## src/logic/clk_switch_pkg.sv

```systemverilog
/*
 * Constants shared by the glitchless clock switchover: timing figures, stage
 * pulse counts and the switchover state encoding.
 * Assumes a single system clock of 125 MHz that oversamples both input clocks.
 */
package clk_switch_pkg;

	// ****************************************
	// timing
	// ****************************************
	localparam int CLK_PERIOD_NS = 8;
	// no edge for this long marks an input as dead
	localparam int DEAD_TIME_NS  = 2000;
	localparam int DEAD_CYCLES   = (DEAD_TIME_NS + CLK_PERIOD_NS - 1) / CLK_PERIOD_NS;
	// power-up hold, stands in for the capacitor delay
	localparam int POR_TIME_US   = 12000;
	localparam int POR_CYCLES    = (POR_TIME_US * 1000 + CLK_PERIOD_NS - 1) / CLK_PERIOD_NS;

	// ****************************************
	// stage counts, in target-clock edges
	// ****************************************
	localparam logic [1:0] HIGH_PULSES = 2'h2;
	localparam logic [1:0] QUIET_EDGES = 2'h2;
	localparam logic [1:0] CNT_STEP    = 2'h1;
	localparam logic [4:0] SWITCH_MAX  = 5'h11;
	localparam logic [4:0] SW_STEP     = 5'h01;

	typedef enum logic [1:0] {
		ST_FOLLOW    = 2'b00,
		ST_DRAIN     = 2'b01,
		ST_STUCK_HI  = 2'b10,
		ST_QUIET     = 2'b11
	} sw_state_t;

endpackage

```

## src/logic/clk_mon_if.sv

```systemverilog
/*
 * Interface carrying one input monitor's view of its clock to the switch core.
 * Assumes the monitor and the core share clk_sys.
 */
`timescale 1ns/100ps
interface clk_mon_if;
	logic level;
	logic rise;
	logic fall;
	logic dead;

	modport mon (output level, output rise, output fall, output dead);
	modport ctl (input level, input rise, input fall, input dead);
endinterface

```

## src/logic/glitchless_clock_switchover_mux.sv

```systemverilog
/*
 * Two-input clock selector that switches without runt pulses, freezes the
 * output on a dead input and can be bypassed to a plain multiplexer.
 * Assumes both input clocks are sampled by clk_sys and run well below 62 MHz.
 */
// Function
// RQ1: input clock ratio at most 1.5:1
// RQ2: follow current, hold low, then follow target
// RQ3: switchover done within 17 clock cycles
// RQ4: capacitor tied high gives plain multiplexer
// RQ5: both inputs handled identically
// RQ6: dead selected input freezes output level
// RQ7: stuck high: hold high, low, then follow
// RQ8: extended cycle halves exceed half period
// RQ9: stuck low: hold low, then follow
// RQ10: undetermined failure uses last valid level
// RQ11: dead input gives stable output
// RQ12: degrading toggling input not protected
// RQ13: stage pulse counts may vary
// RQ14: power-up reset holds logic in known state
// RQ15: select low first input, high second
// RQ16: output low during power-up reset
`timescale 1ns/100ps
module glitchless_clock_switchover_mux
	import clk_switch_pkg::*;
#(
	parameter int PorCycles = POR_CYCLES
) (
	input  wire logic clk_sys,
	input  wire logic rst_n,
	input  wire logic clockInputA,
	input  wire logic clockInputB,
	input  wire logic selectB,
	input  wire logic delayCapTiedHigh,
	output logic      clkOut,
	output logic      activeB,
	output logic      switching
);
	localparam int PW = $clog2(PorCycles + 1);
	localparam logic [PW-1:0] POR_LAST = PW'(PorCycles - 1);
	localparam logic [PW-1:0] POR_ONE  = PW'(1);

	if (PorCycles < 1) begin : gBadPor
		$error("PorCycles must be at least 1");
	end

	// ****************************************
	// input monitors
	// ****************************************
	clk_mon_if monBus[2] ();
	logic [1:0] pinClk;
	logic [1:0] lvl;
	logic [1:0] rise;
	logic [1:0] fall;
	logic [1:0] dead;

	assign pinClk = {clockInputB, clockInputA};

	genvar g;
	generate
		for (g = 0; g < 2; g++) begin : gMon
			input_monitor #(
				.DeadCycles (DEAD_CYCLES)
			) uMon (
				.clk_sys (clk_sys),
				.rst_n   (rst_n),
				.clkIn   (pinClk[g]),
				.mon     (monBus[g])
			); // see RQ5
			assign lvl[g]  = monBus[g].level;
			assign rise[g] = monBus[g].rise;
			assign fall[g] = monBus[g].fall;
			assign dead[g] = monBus[g].dead;
		end
	endgenerate

	// ****************************************
	// switch state
	// ****************************************
	typedef struct packed {
		logic          selS1;
		logic          selS2;
		logic          capS1;
		logic          capS2;
		logic          porDone;
		logic [PW-1:0] porCnt;
		sw_state_t     state;
		logic          curSel;
		logic [1:0]    cnt;
		logic          outLvl;
		logic [4:0]    swCnt;
	} sw_reg_t;

	sw_reg_t s_q, s_d;

	logic curLvl;
	logic curDead;
	logic tgt;
	logic selChange;

	assign curLvl    = lvl[s_q.curSel];
	assign curDead   = dead[s_q.curSel];
	assign tgt       = ~s_q.curSel;
	assign selChange = s_q.selS2 != s_q.curSel; // see RQ15

	always_comb begin
		s_d       = s_q;
		// select and strap are asynchronous pins; two stages each
		s_d.selS1 = selectB;
		s_d.selS2 = s_q.selS1; // sync adds an edge of slack, see RQ13
		s_d.capS1 = delayCapTiedHigh;
		s_d.capS2 = s_q.capS1;
		if (!s_q.porDone) begin
			s_d.outLvl = 1'b0; // see RQ16
			s_d.porCnt = s_q.porCnt + POR_ONE;
			if (s_q.porCnt == POR_LAST) begin
				s_d.porDone = 1'b1; // see RQ14
			end
		end else begin
			unique case (s_q.state)
				ST_FOLLOW: begin
					// freeze on a dead input rather than pass its noise
					s_d.outLvl = curDead ? s_q.outLvl : curLvl; // see RQ6 RQ11
					if (selChange) begin
						s_d.cnt = '0;
						if (s_q.capS2) begin
							s_d.curSel = s_q.selS2; // see RQ4
							s_d.outLvl = lvl[s_q.selS2];
						end else if (curDead) begin
							s_d.state = curLvl ? ST_STUCK_HI : ST_QUIET; // see RQ10
						end else begin
							s_d.state = ST_DRAIN; // see RQ2
						end
					end
				end
				ST_DRAIN: begin
					s_d.outLvl = curLvl;
					if (fall[s_q.curSel] || curDead) begin
						s_d.state = (curDead && curLvl) ? ST_STUCK_HI : ST_QUIET;
					end
				end
				ST_STUCK_HI: begin
					// high spans whole target periods, so both halves stay long
					s_d.outLvl = 1'b1; // see RQ7 RQ8
					if (rise[tgt]) begin
						if (s_q.cnt == HIGH_PULSES - CNT_STEP) begin
							s_d.outLvl = 1'b0;
							s_d.cnt    = '0;
							s_d.state  = ST_QUIET;
						end else begin
							s_d.cnt = s_q.cnt + CNT_STEP;
						end
					end
				end
				ST_QUIET: begin
					s_d.outLvl = 1'b0; // see RQ2 RQ9
					// hand over only right after a target fall, so no runt
					if (fall[tgt]) begin
						if (s_q.cnt == QUIET_EDGES - CNT_STEP) begin
							s_d.curSel = tgt;
							s_d.outLvl = lvl[tgt];
							s_d.state  = ST_FOLLOW;
						end else begin
							s_d.cnt = s_q.cnt + CNT_STEP;
						end
					end
				end
			endcase
		end
		// target rising edges spent in the switchover
		if (s_q.state == ST_FOLLOW) begin
			s_d.swCnt = '0;
		end else if (rise[tgt] && s_q.swCnt != SWITCH_MAX) begin
			s_d.swCnt = s_q.swCnt + SW_STEP; // see RQ3
		end
	end

	always_ff @(posedge clk_sys) begin
		if (!rst_n) begin
			s_q <= '0;
		end else begin
			s_q <= s_d;
		end
	end

	assign clkOut    = s_q.outLvl;
	assign activeB   = s_q.curSel;
	assign switching = s_q.state != ST_FOLLOW;

	// ****************************************
	// checks
	// ****************************************
	AST_POR_LOW: assert property (@(posedge clk_sys) disable iff (!rst_n) // see RQ16
		!s_q.porDone && $past(!s_q.porDone) |-> !clkOut)
		else $error("output not low during power-up hold");

	AST_BYPASS: assert property (@(posedge clk_sys) disable iff (!rst_n) // see RQ4
		s_q.porDone && s_q.state == ST_FOLLOW && selChange && s_q.capS2
		|=> activeB == $past(s_q.selS2) && clkOut == $past(lvl[s_q.selS2]))
		else $error("bypass did not switch at once");

	AST_QUIET_LOW: assert property (@(posedge clk_sys) disable iff (!rst_n) // see RQ2
		s_q.state == ST_QUIET && $past(s_q.state) == ST_QUIET |-> !clkOut)
		else $error("output not low in quiet stage");

	AST_HIGH_HOLD: assert property (@(posedge clk_sys) disable iff (!rst_n) // see RQ7
		s_q.state == ST_STUCK_HI && $past(s_q.state) == ST_STUCK_HI |-> clkOut)
		else $error("output not high in stuck-high stage");

	AST_FREEZE: assert property (@(posedge clk_sys) disable iff (!rst_n) // see RQ6
		s_q.porDone && s_q.state == ST_FOLLOW && curDead && !selChange
		|=> $stable(clkOut))
		else $error("output moved on a dead input");

	AST_FOLLOW: assert property (@(posedge clk_sys) disable iff (!rst_n) // see RQ5
		s_q.porDone && s_q.state == ST_FOLLOW && !curDead && !selChange
		|=> clkOut == $past(curLvl))
		else $error("output not following selected input");

	AST_BOUND: assert property (@(posedge clk_sys) disable iff (!rst_n) // see RQ3
		s_q.state != ST_FOLLOW |-> s_q.swCnt < SWITCH_MAX)
		else $error("switchover longer than its bound");

	AST_STUCK_PICK: assert property (@(posedge clk_sys) disable iff (!rst_n) // see RQ10
		s_q.porDone && s_q.state == ST_FOLLOW && selChange && !s_q.capS2 && curDead
		|=> s_q.state == ($past(curLvl) ? ST_STUCK_HI : ST_QUIET))
		else $error("wrong stage after failed input");

endmodule // glitchless_clock_switchover_mux

```

## src/logic/input_monitor.sv

```systemverilog
/*
 * Samples one asynchronous input clock, reports its level, edges and whether
 * it has stopped toggling.
 * Assumes the input clock is well below half of clk_sys.
 */
`timescale 1ns/100ps
module input_monitor
	import clk_switch_pkg::*;
#(
	parameter int DeadCycles = DEAD_CYCLES
) (
	input  wire logic clk_sys,
	input  wire logic rst_n,
	input  wire logic clkIn,
	clk_mon_if.mon    mon
);
	localparam int IW = $clog2(DeadCycles + 1);
	localparam logic [IW-1:0] IDLE_MAX = IW'(DeadCycles);
	localparam logic [IW-1:0] IDLE_ONE = IW'(1);

	// below this a slow clock cannot be told from a dead one
	if (DeadCycles < 4) begin : gBadDead
		$error("DeadCycles too small");
	end

	typedef struct packed {
		logic          s1;
		logic          s2;
		logic          lvl;
		logic          rise;
		logic          fall;
		logic [IW-1:0] idle;
		logic          dead;
	} mon_state_t;

	mon_state_t s_q, s_d;

	always_comb begin
		s_d      = s_q;
		s_d.s1   = clkIn;
		s_d.s2   = s_q.s1;
		s_d.lvl  = s_q.s2; // weak but toggling input passes as is, see RQ12
		s_d.rise = s_q.s2 & ~s_q.lvl;
		s_d.fall = ~s_q.s2 & s_q.lvl;
		// level stays frozen at its last valid value while dead
		if (s_q.s2 != s_q.lvl) begin
			s_d.idle = '0;
		end else if (s_q.idle != IDLE_MAX) begin
			s_d.idle = s_q.idle + IDLE_ONE;
		end
		s_d.dead = (s_d.idle == IDLE_MAX);
	end

	always_ff @(posedge clk_sys) begin
		if (!rst_n) begin
			s_q <= '0;
		end else begin
			s_q <= s_d;
		end
	end

	assign mon.level = s_q.lvl;
	assign mon.rise  = s_q.rise;
	assign mon.fall  = s_q.fall;
	assign mon.dead  = s_q.dead;

endmodule // input_monitor

```

## config.mk

```make
export PLATFORM = sky130hd
export DESIGN_NAME = glitchless_clock_switchover_mux
export DESIGN_NICKNAME = d
export VERILOG_FILES = /design/src/logic/clk_switch_pkg.sv /design/src/logic/clk_mon_if.sv /design/src/logic/glitchless_clock_switchover_mux.sv /design/src/logic/input_monitor.sv
export SDC_FILE = /design/constraint.sdc
export NUM_CORES = 1
export LEC_CHECK = 0
export ABC_AREA = 1
export BUFFER_PORTS_ARGS = -buffer_cell sky130_fd_sc_hd__buf_4
export CAP_MARGIN = 20
export CORE_ASPECT_RATIO = 0.9
export CORE_MARGIN = 2
export CORE_UTILIZATION = 60
export CTS_CLUSTER_SIZE = 24
export DETAILED_ROUTE_END_ITERATION = 6
export GPL_ROUTABILITY_DRIVEN = 0
export PLACE_DENSITY_LB_ADDON = 0.3
export SLEW_MARGIN = 15
export SYNTH_ARGS = -nofsm -noshare
export SYNTH_HDL_FRONTEND = slang
export SYNTH_SLANG_ARGS = --single-unit
```

## constraint.sdc

```tcl
create_clock -name clk_sys -period 2.65 [get_ports clk_sys]
set_clock_uncertainty 0.1 [all_clocks]
set_input_delay 0.53 -clock clk_sys [delete_from_list [all_inputs] [get_ports clk_sys]]
set_output_delay 0.53 -clock clk_sys [all_outputs]
set_load 0.02 [all_outputs]
```

# After elaboration in Yosys (flattened, before gate mapping)
# Index checks and enable logic that the tools add are counted.
[totals]
register_bits = 60
input_bits = 6
out_inout_bits = 3
elab_cells = 113
[op_classes]
n_addsub = 4
magnitude_cmp = 3
n_eq_ne = 21
mux = 42
bitwise_logic = 9
reduce_logical = 10
[ops]
columns = ["cell", "count"]
rows = [
  ["8-bit 2-to-1 mux", 4],
  ["1-bit 2-to-1 mux", 22],
  ["22-bit 2-to-1 mux", 1],
  ["21-bit by 1-bit adder with 21-bit output, second input constant", 1],
  ["21-bit equality test, second input constant", 1],
  ["2-bit != test, second input constant", 9],
  ["8-bit by 1-bit adder with 8-bit output, second input constant", 2],
  ["8-bit equality test, second input constant", 2],
  ["8-bit != test, second input constant", 2],
  ["2-bit 2-to-1 mux", 7],
  ["6-bit 2-to-1 mux", 2],
  ["6-bit AND reduction", 2],
  ["2-bit one-hot mux with 4 select lines", 1],
  ["8-bit AND reduction", 1],
  ["1-bit by 2-bit less-than comparator with 1-bit output, second input constant", 3],
  ["3-bit 2-to-1 mux", 2],
  ["2-bit one-hot mux with 3 select lines", 1],
  ["1-bit NOT", 5],
  ["1-bit AND", 4],
  ["2-bit by 1-bit equality test with 1-bit output, second input constant", 2],
  ["2-bit equality test, second input constant", 2],
  ["1-bit one-hot mux with 4 select lines", 1],
  ["2-bit nonzero test", 2],
  ["1-bit != test", 3],
  ["other kinds (7)", 7],
]

# Longest topological paths before layout
[logic_depth]
word_depth = 7
ltp_mapped = 10
mapped_depth_nobuf = 10

# Cells and area by module
# From an unflattened synthesis, not the netlist that was laid out.
[hier_totals]
cells_unflattened = 476
hier_area_um2 = 3158.0
[by_module_without_submodules]
columns = ["mod", "n_inst", "cells_each", "area_each_um2", "seq_area_each_um2"]
rows = [
  ["glitchless_clock_switchover_mux", 1, 318, 1919.3, 640.6],
  ["input_monitor", 2, 79, 619.3, 280.3],
]

# Worst setup path after synthesis
# OpenSTA, ideal clock, no wires.
[synth_path]
path_type = "reg2reg"
from = "reg s_q (netlist bit activeB)"
to = "reg s_q[9] (netlist bit)"
setup_time_ps = 64
arrival_ps = 1586
required_ps = 2486
path_slack_ps = 900
path_stages_with_launch = 9
path_buffers = 0
synth_period_minus_slack_ps = 1750
path_cell_list = "dfxtp_1 -> inv_2 -> ha_1 -> or2_2 -> o21ai_0 -> o21ai_0 -> nand2_1 -> nor2_1 -> nor2_1"
[synth_via]
elab_chain_len = 7
elab_cells_between_ends = 25
cone_classes = "eq/ne: 5; mux: 17; reduce/logical: 3"
[synth_rtl]
columns = ["element", "line_no", "source"]
rows = [
  ["from (decl)", "glitchless_clock_switchover_mux.sv:94", "sw_reg_t s_q, s_d;"],
  ["from (signal assigned)", "glitchless_clock_switchover_mux.sv:180", "s_q <= '0;"],
  ["from (signal assigned)", "glitchless_clock_switchover_mux.sv:182", "s_q <= s_d;"],
  ["1-bit 2-to-1 mux (not written as such) (2 in a row)", "glitchless_clock_switchover_mux.sv:101", "assign curLvl = lvl[s_q.curSel];"],
  ["1-bit 2-to-1 mux", "glitchless_clock_switchover_mux.sv:130", "s_d.state = curLvl ? ST_STUCK_HI : ST_QUIET;"],
  ["2-bit 2-to-1 mux", "glitchless_clock_switchover_mux.sv:129", "end else if (curDead) begin"],
  ["2-bit 2-to-1 mux", "glitchless_clock_switchover_mux.sv:126", "if (s_q.capS2) begin"],
  ["6-bit 2-to-1 mux", "glitchless_clock_switchover_mux.sv:124", "if (selChange) begin"],
  ["2-bit one-hot mux with 4 select lines", "glitchless_clock_switchover_mux.sv:120", "unique case (s_q.state)"],
]
# Several ways; a longest one is shown, not always the timed one. The select of a mux whose other input is x is not followed.
# A chain may end at the register's enable or synchronous reset.

# Worst setup path after layout
[layout_path]
from = "reg s_q[9] (netlist bit)"
to = "out switching"
[layout_via]
elab_chain_len = 1
[layout_rtl]
columns = ["element", "line_no", "source"]
rows = [
  ["2-bit nonzero test", "glitchless_clock_switchover_mux.sv:188", "assign switching = s_q.state != ST_FOLLOW;"],
  ["to (decl)", "glitchless_clock_switchover_mux.sv:37", "output logic switching"],
]
# Every way passes these cells.

==> reports/metrics.yaml <==
portBuffers: 8
max_freq_mhz: 530
crit_type: "flop to output port"
endpoint: "switching"
hold_violations: 0
leakagePower_nw: 1.68
final_util: 0.676
grt_max_degree: 38
period_share: 0.711
coreArea_mm2: 0.00516
yosysWarningCount: 0
routed_wl_um: 6390
drv_cap: 0
syn_area_mm2: 0.00316
cts-root-buf: "clkbuf_8"
met2_length_um: 2970
crit_start: "s_q[9]"
cts_buffers: 9
wl_met1_um: 2990
cp-end-kind: "output port"
p_clk_frac: 0.466
clk-insertion-delay-late_ps: 340
r2r_end: "s_q[7]"
cp.arrival_ps: 1260
grt_overflow: 0
cts.sinks: 60
hold_start: "clockInputA"
rows: 25
seq_power_share: 0.489
wl_met3_um: 352
path_max_fanout: 4
drtIter0Drc: 278
combinationalPowerShare: 0.046
nets: 513
power_switching_share: 0.228
routedWlPerCell_um: 11.4
detail-route-antenna-nets: 0
synthCells: 477
post_cts_buffers: 0
syn_area_per_cell_um2: 6.62
grt_antenna_before_repair: 0
worst_slew_pin_slew_ps: 395
ctsResizeCount: 0
finalMaxSlewViolations: 0
num_vias: 2951
yosysSeqAreaShare: 0.380
syn_nets: 500
die_h_um: 72.8
htree_levels: 3
synthFlopType: "dfxtp_1"
rsz0062_at_grt: "false"
pin_count: 9
die_w_um: 80.5
viasPerCell: 5.25
nFillCells: 460
top_layer: "met4"
cts_tree: "yes"
cts_max_path_buffers: 2
relSlewSlack: 0.737
p_sw_mw: 0.437
drcViolationCount: 0
dp_hpwl_um: 4520
synth_seq_cells: 60
cp-start-kind: "flop"
tns_ps: 0
worst-r2r-setup-slack_ps: 850
placedCellCount: 546
dr.pass1.iters: 5
outcome: "finished, final reports clean"
p_int_mw: 1.48
n_antenna_cell: 0
synth_async_sr_flop_share: 0
timing.rr.start: "activeB"
min_path_type: "input pin to flop"
ff_latch_area_mm2: 0.00120
r2r_cells: 8
synth_edf_count: 0
grt_usage: 0.250
setup_viol: 0
start_util: 0.612
grt_pass1_wl_um: 11400
postCtsHoldBufs: 0
layout.cells.non_filler: 562
drive_above_1_share: 0.0788
power_density_mw_per_mm2: 550
grt_pass1_vias: 2619
area_delta_synth_final_pct: 10.5
post-route-min-period_ps: 1890
synth_cell_types: 29
required_ps: 2020
die_area_mm2: 0.00586
multi_input_area_mm2: 0.00164
ir_drop_uv: 346
clk_pin_slew_ps: 70
logic make-up after synthesis:
kind of cell / share of synthesized area
AOI/OAI and AO/OA: 0.0717
adders and majority gates: 0.0674
xor gates and xnor gates: 0.0166
and+or+nand+nor: 0.365
buffers and inverters: 0.0991
DFF: 0.380
cell type report:
| cell class | instances | area share |
|---|---|---|
| clock inverter | 6 | 0.0255 |
| clock buffer | 10 | 0.0366 |
| sequential | 60 | 0.344 |
| multi-input combinational | 335 | 0.471 |
| timing repair buffer | 8 | 0.0172 |
| inverter | 76 | 0.0817 |
| tap | 67 | 0.0240 |
layout by cell type, fill, tap and decap left out, drive strengths merged:
| cell type | synthesis | routed |
|---|---|---|
| nand2 | 134 | 134 |
| nor2 | 80 | 80 |
| inv | 76 | 76 |
| dfxtp | 60 | 60 |
| nand3 | 35 | 35 |
| a21oi | 20 | 20 |
| o21ai | 18 | 18 |
| ha | 17 | 17 |
| clkbuf | 2 | 10 |
| nand4 | 9 | 9 |
| buf | 4 | 8 |
| nor3 | 5 | 5 |
| xnor2 | 3 | 3 |
| xor2 | 3 | 3 |
| or2 | 3 | 3 |
| nand3b | 2 | 2 |
| bufinv | 0 | 2 |
| clkinvlp | 0 | 2 |
| clkinv | 0 | 2 |
| a31oi | 1 | 1 |
| a211oi | 1 | 1 |
| a21boi | 1 | 1 |
| nor4 | 1 | 1 |
| o21a | 1 | 1 |
| o211ai | 1 | 1 |
state kept, by name (all words and copies together) (netlist names):
name	cells
gMon.uMon.mon.level	2
clkOut	1
s_d	2
s_q	28
gMon.uMon.s_q	16
gMon.uMon.s_d	4
gMon.uMon.mon.fall	2
gMon.uMon.mon.rise	2
gMon.uMon.mon.dead	2
activeB	1
stage by stage:
stage | power (mW) | setup slack (ps) | hold WS (ps) | cell area (um^2)
floorplan | 1.02 | 900 | 290 | 3160
global placement | 1.04 | 967 | 294 | 3270
detailed placement | 1.05 | 871 | 301 | 3270
CTS | 1.94 | 747 | 247 | 3490
global route | 2.00 | 625 | 271 | 3490
finish | 1.92 | 765 | 266 | 3490
worst min-delay path by stage:
stage / end / slack (ps) / cells past startpoint
after floorplan: gMon[0].uMon.s_d[11] / 290 / 2
after global placement: s_q[33] / 290 / 2
after detailed placement: gMon[0].uMon.s_d[11] / 300 / 2
after CTS: gMon[0].uMon.s_d[12] / 250 / 3
after global routing: gMon[1].uMon.s_d[12] / 270 / 3
final: gMon[0].uMon.s_d[12] / 270 / 3
synth_stat cells (3+ instances only):
library cell  count  area (um^2)
ha_1             17          213
o21ai_0          18         90.1
inv_2             3         11.3
xor2_1            3         26.3
inv_1            73          274
xnor2_1           3         26.3
dfxtp_1          60         1200
nor3_1            5         25.0
nand3_1          33          165
nor2_2            4         25.0
nor2_1           74          278
a21oi_1          20          100
nand2_2           3         18.8
buf_2             4         20.0
nand2_1         131          492
nand4_1           9         56.3
metal layers:
metal | up-vias | global-route usage
li1 | 1508 | -
met1 | 1341 | 0.324
met2 | 91 | 0.399
met3 | 11 | 0.0730
met4 | 0 | 0.0847
met5 | - | 0
power groups by stage:
stage / Clock (mW) / Combinational, mW / Sequential [mW]
finish: 0.894 / 0.0875 / 0.939
global route: 0.957 / 0.104 / 0.942
CTS: 0.914 / 0.0874 / 0.938
detailed placement: 0 / 0.0864 / 0.959
global placement: 0 / 0.0811 / 0.958
floorplan: 0 / 0.0658 / 0.954
worst max-delay path: stages (launching register included):
cell and delay, ps:
dfxtp_1 360, inv_1 100, ha_1 260, inv_1 70
buf_4 130
No activity file was read; power rests on OpenSTA's default activity.
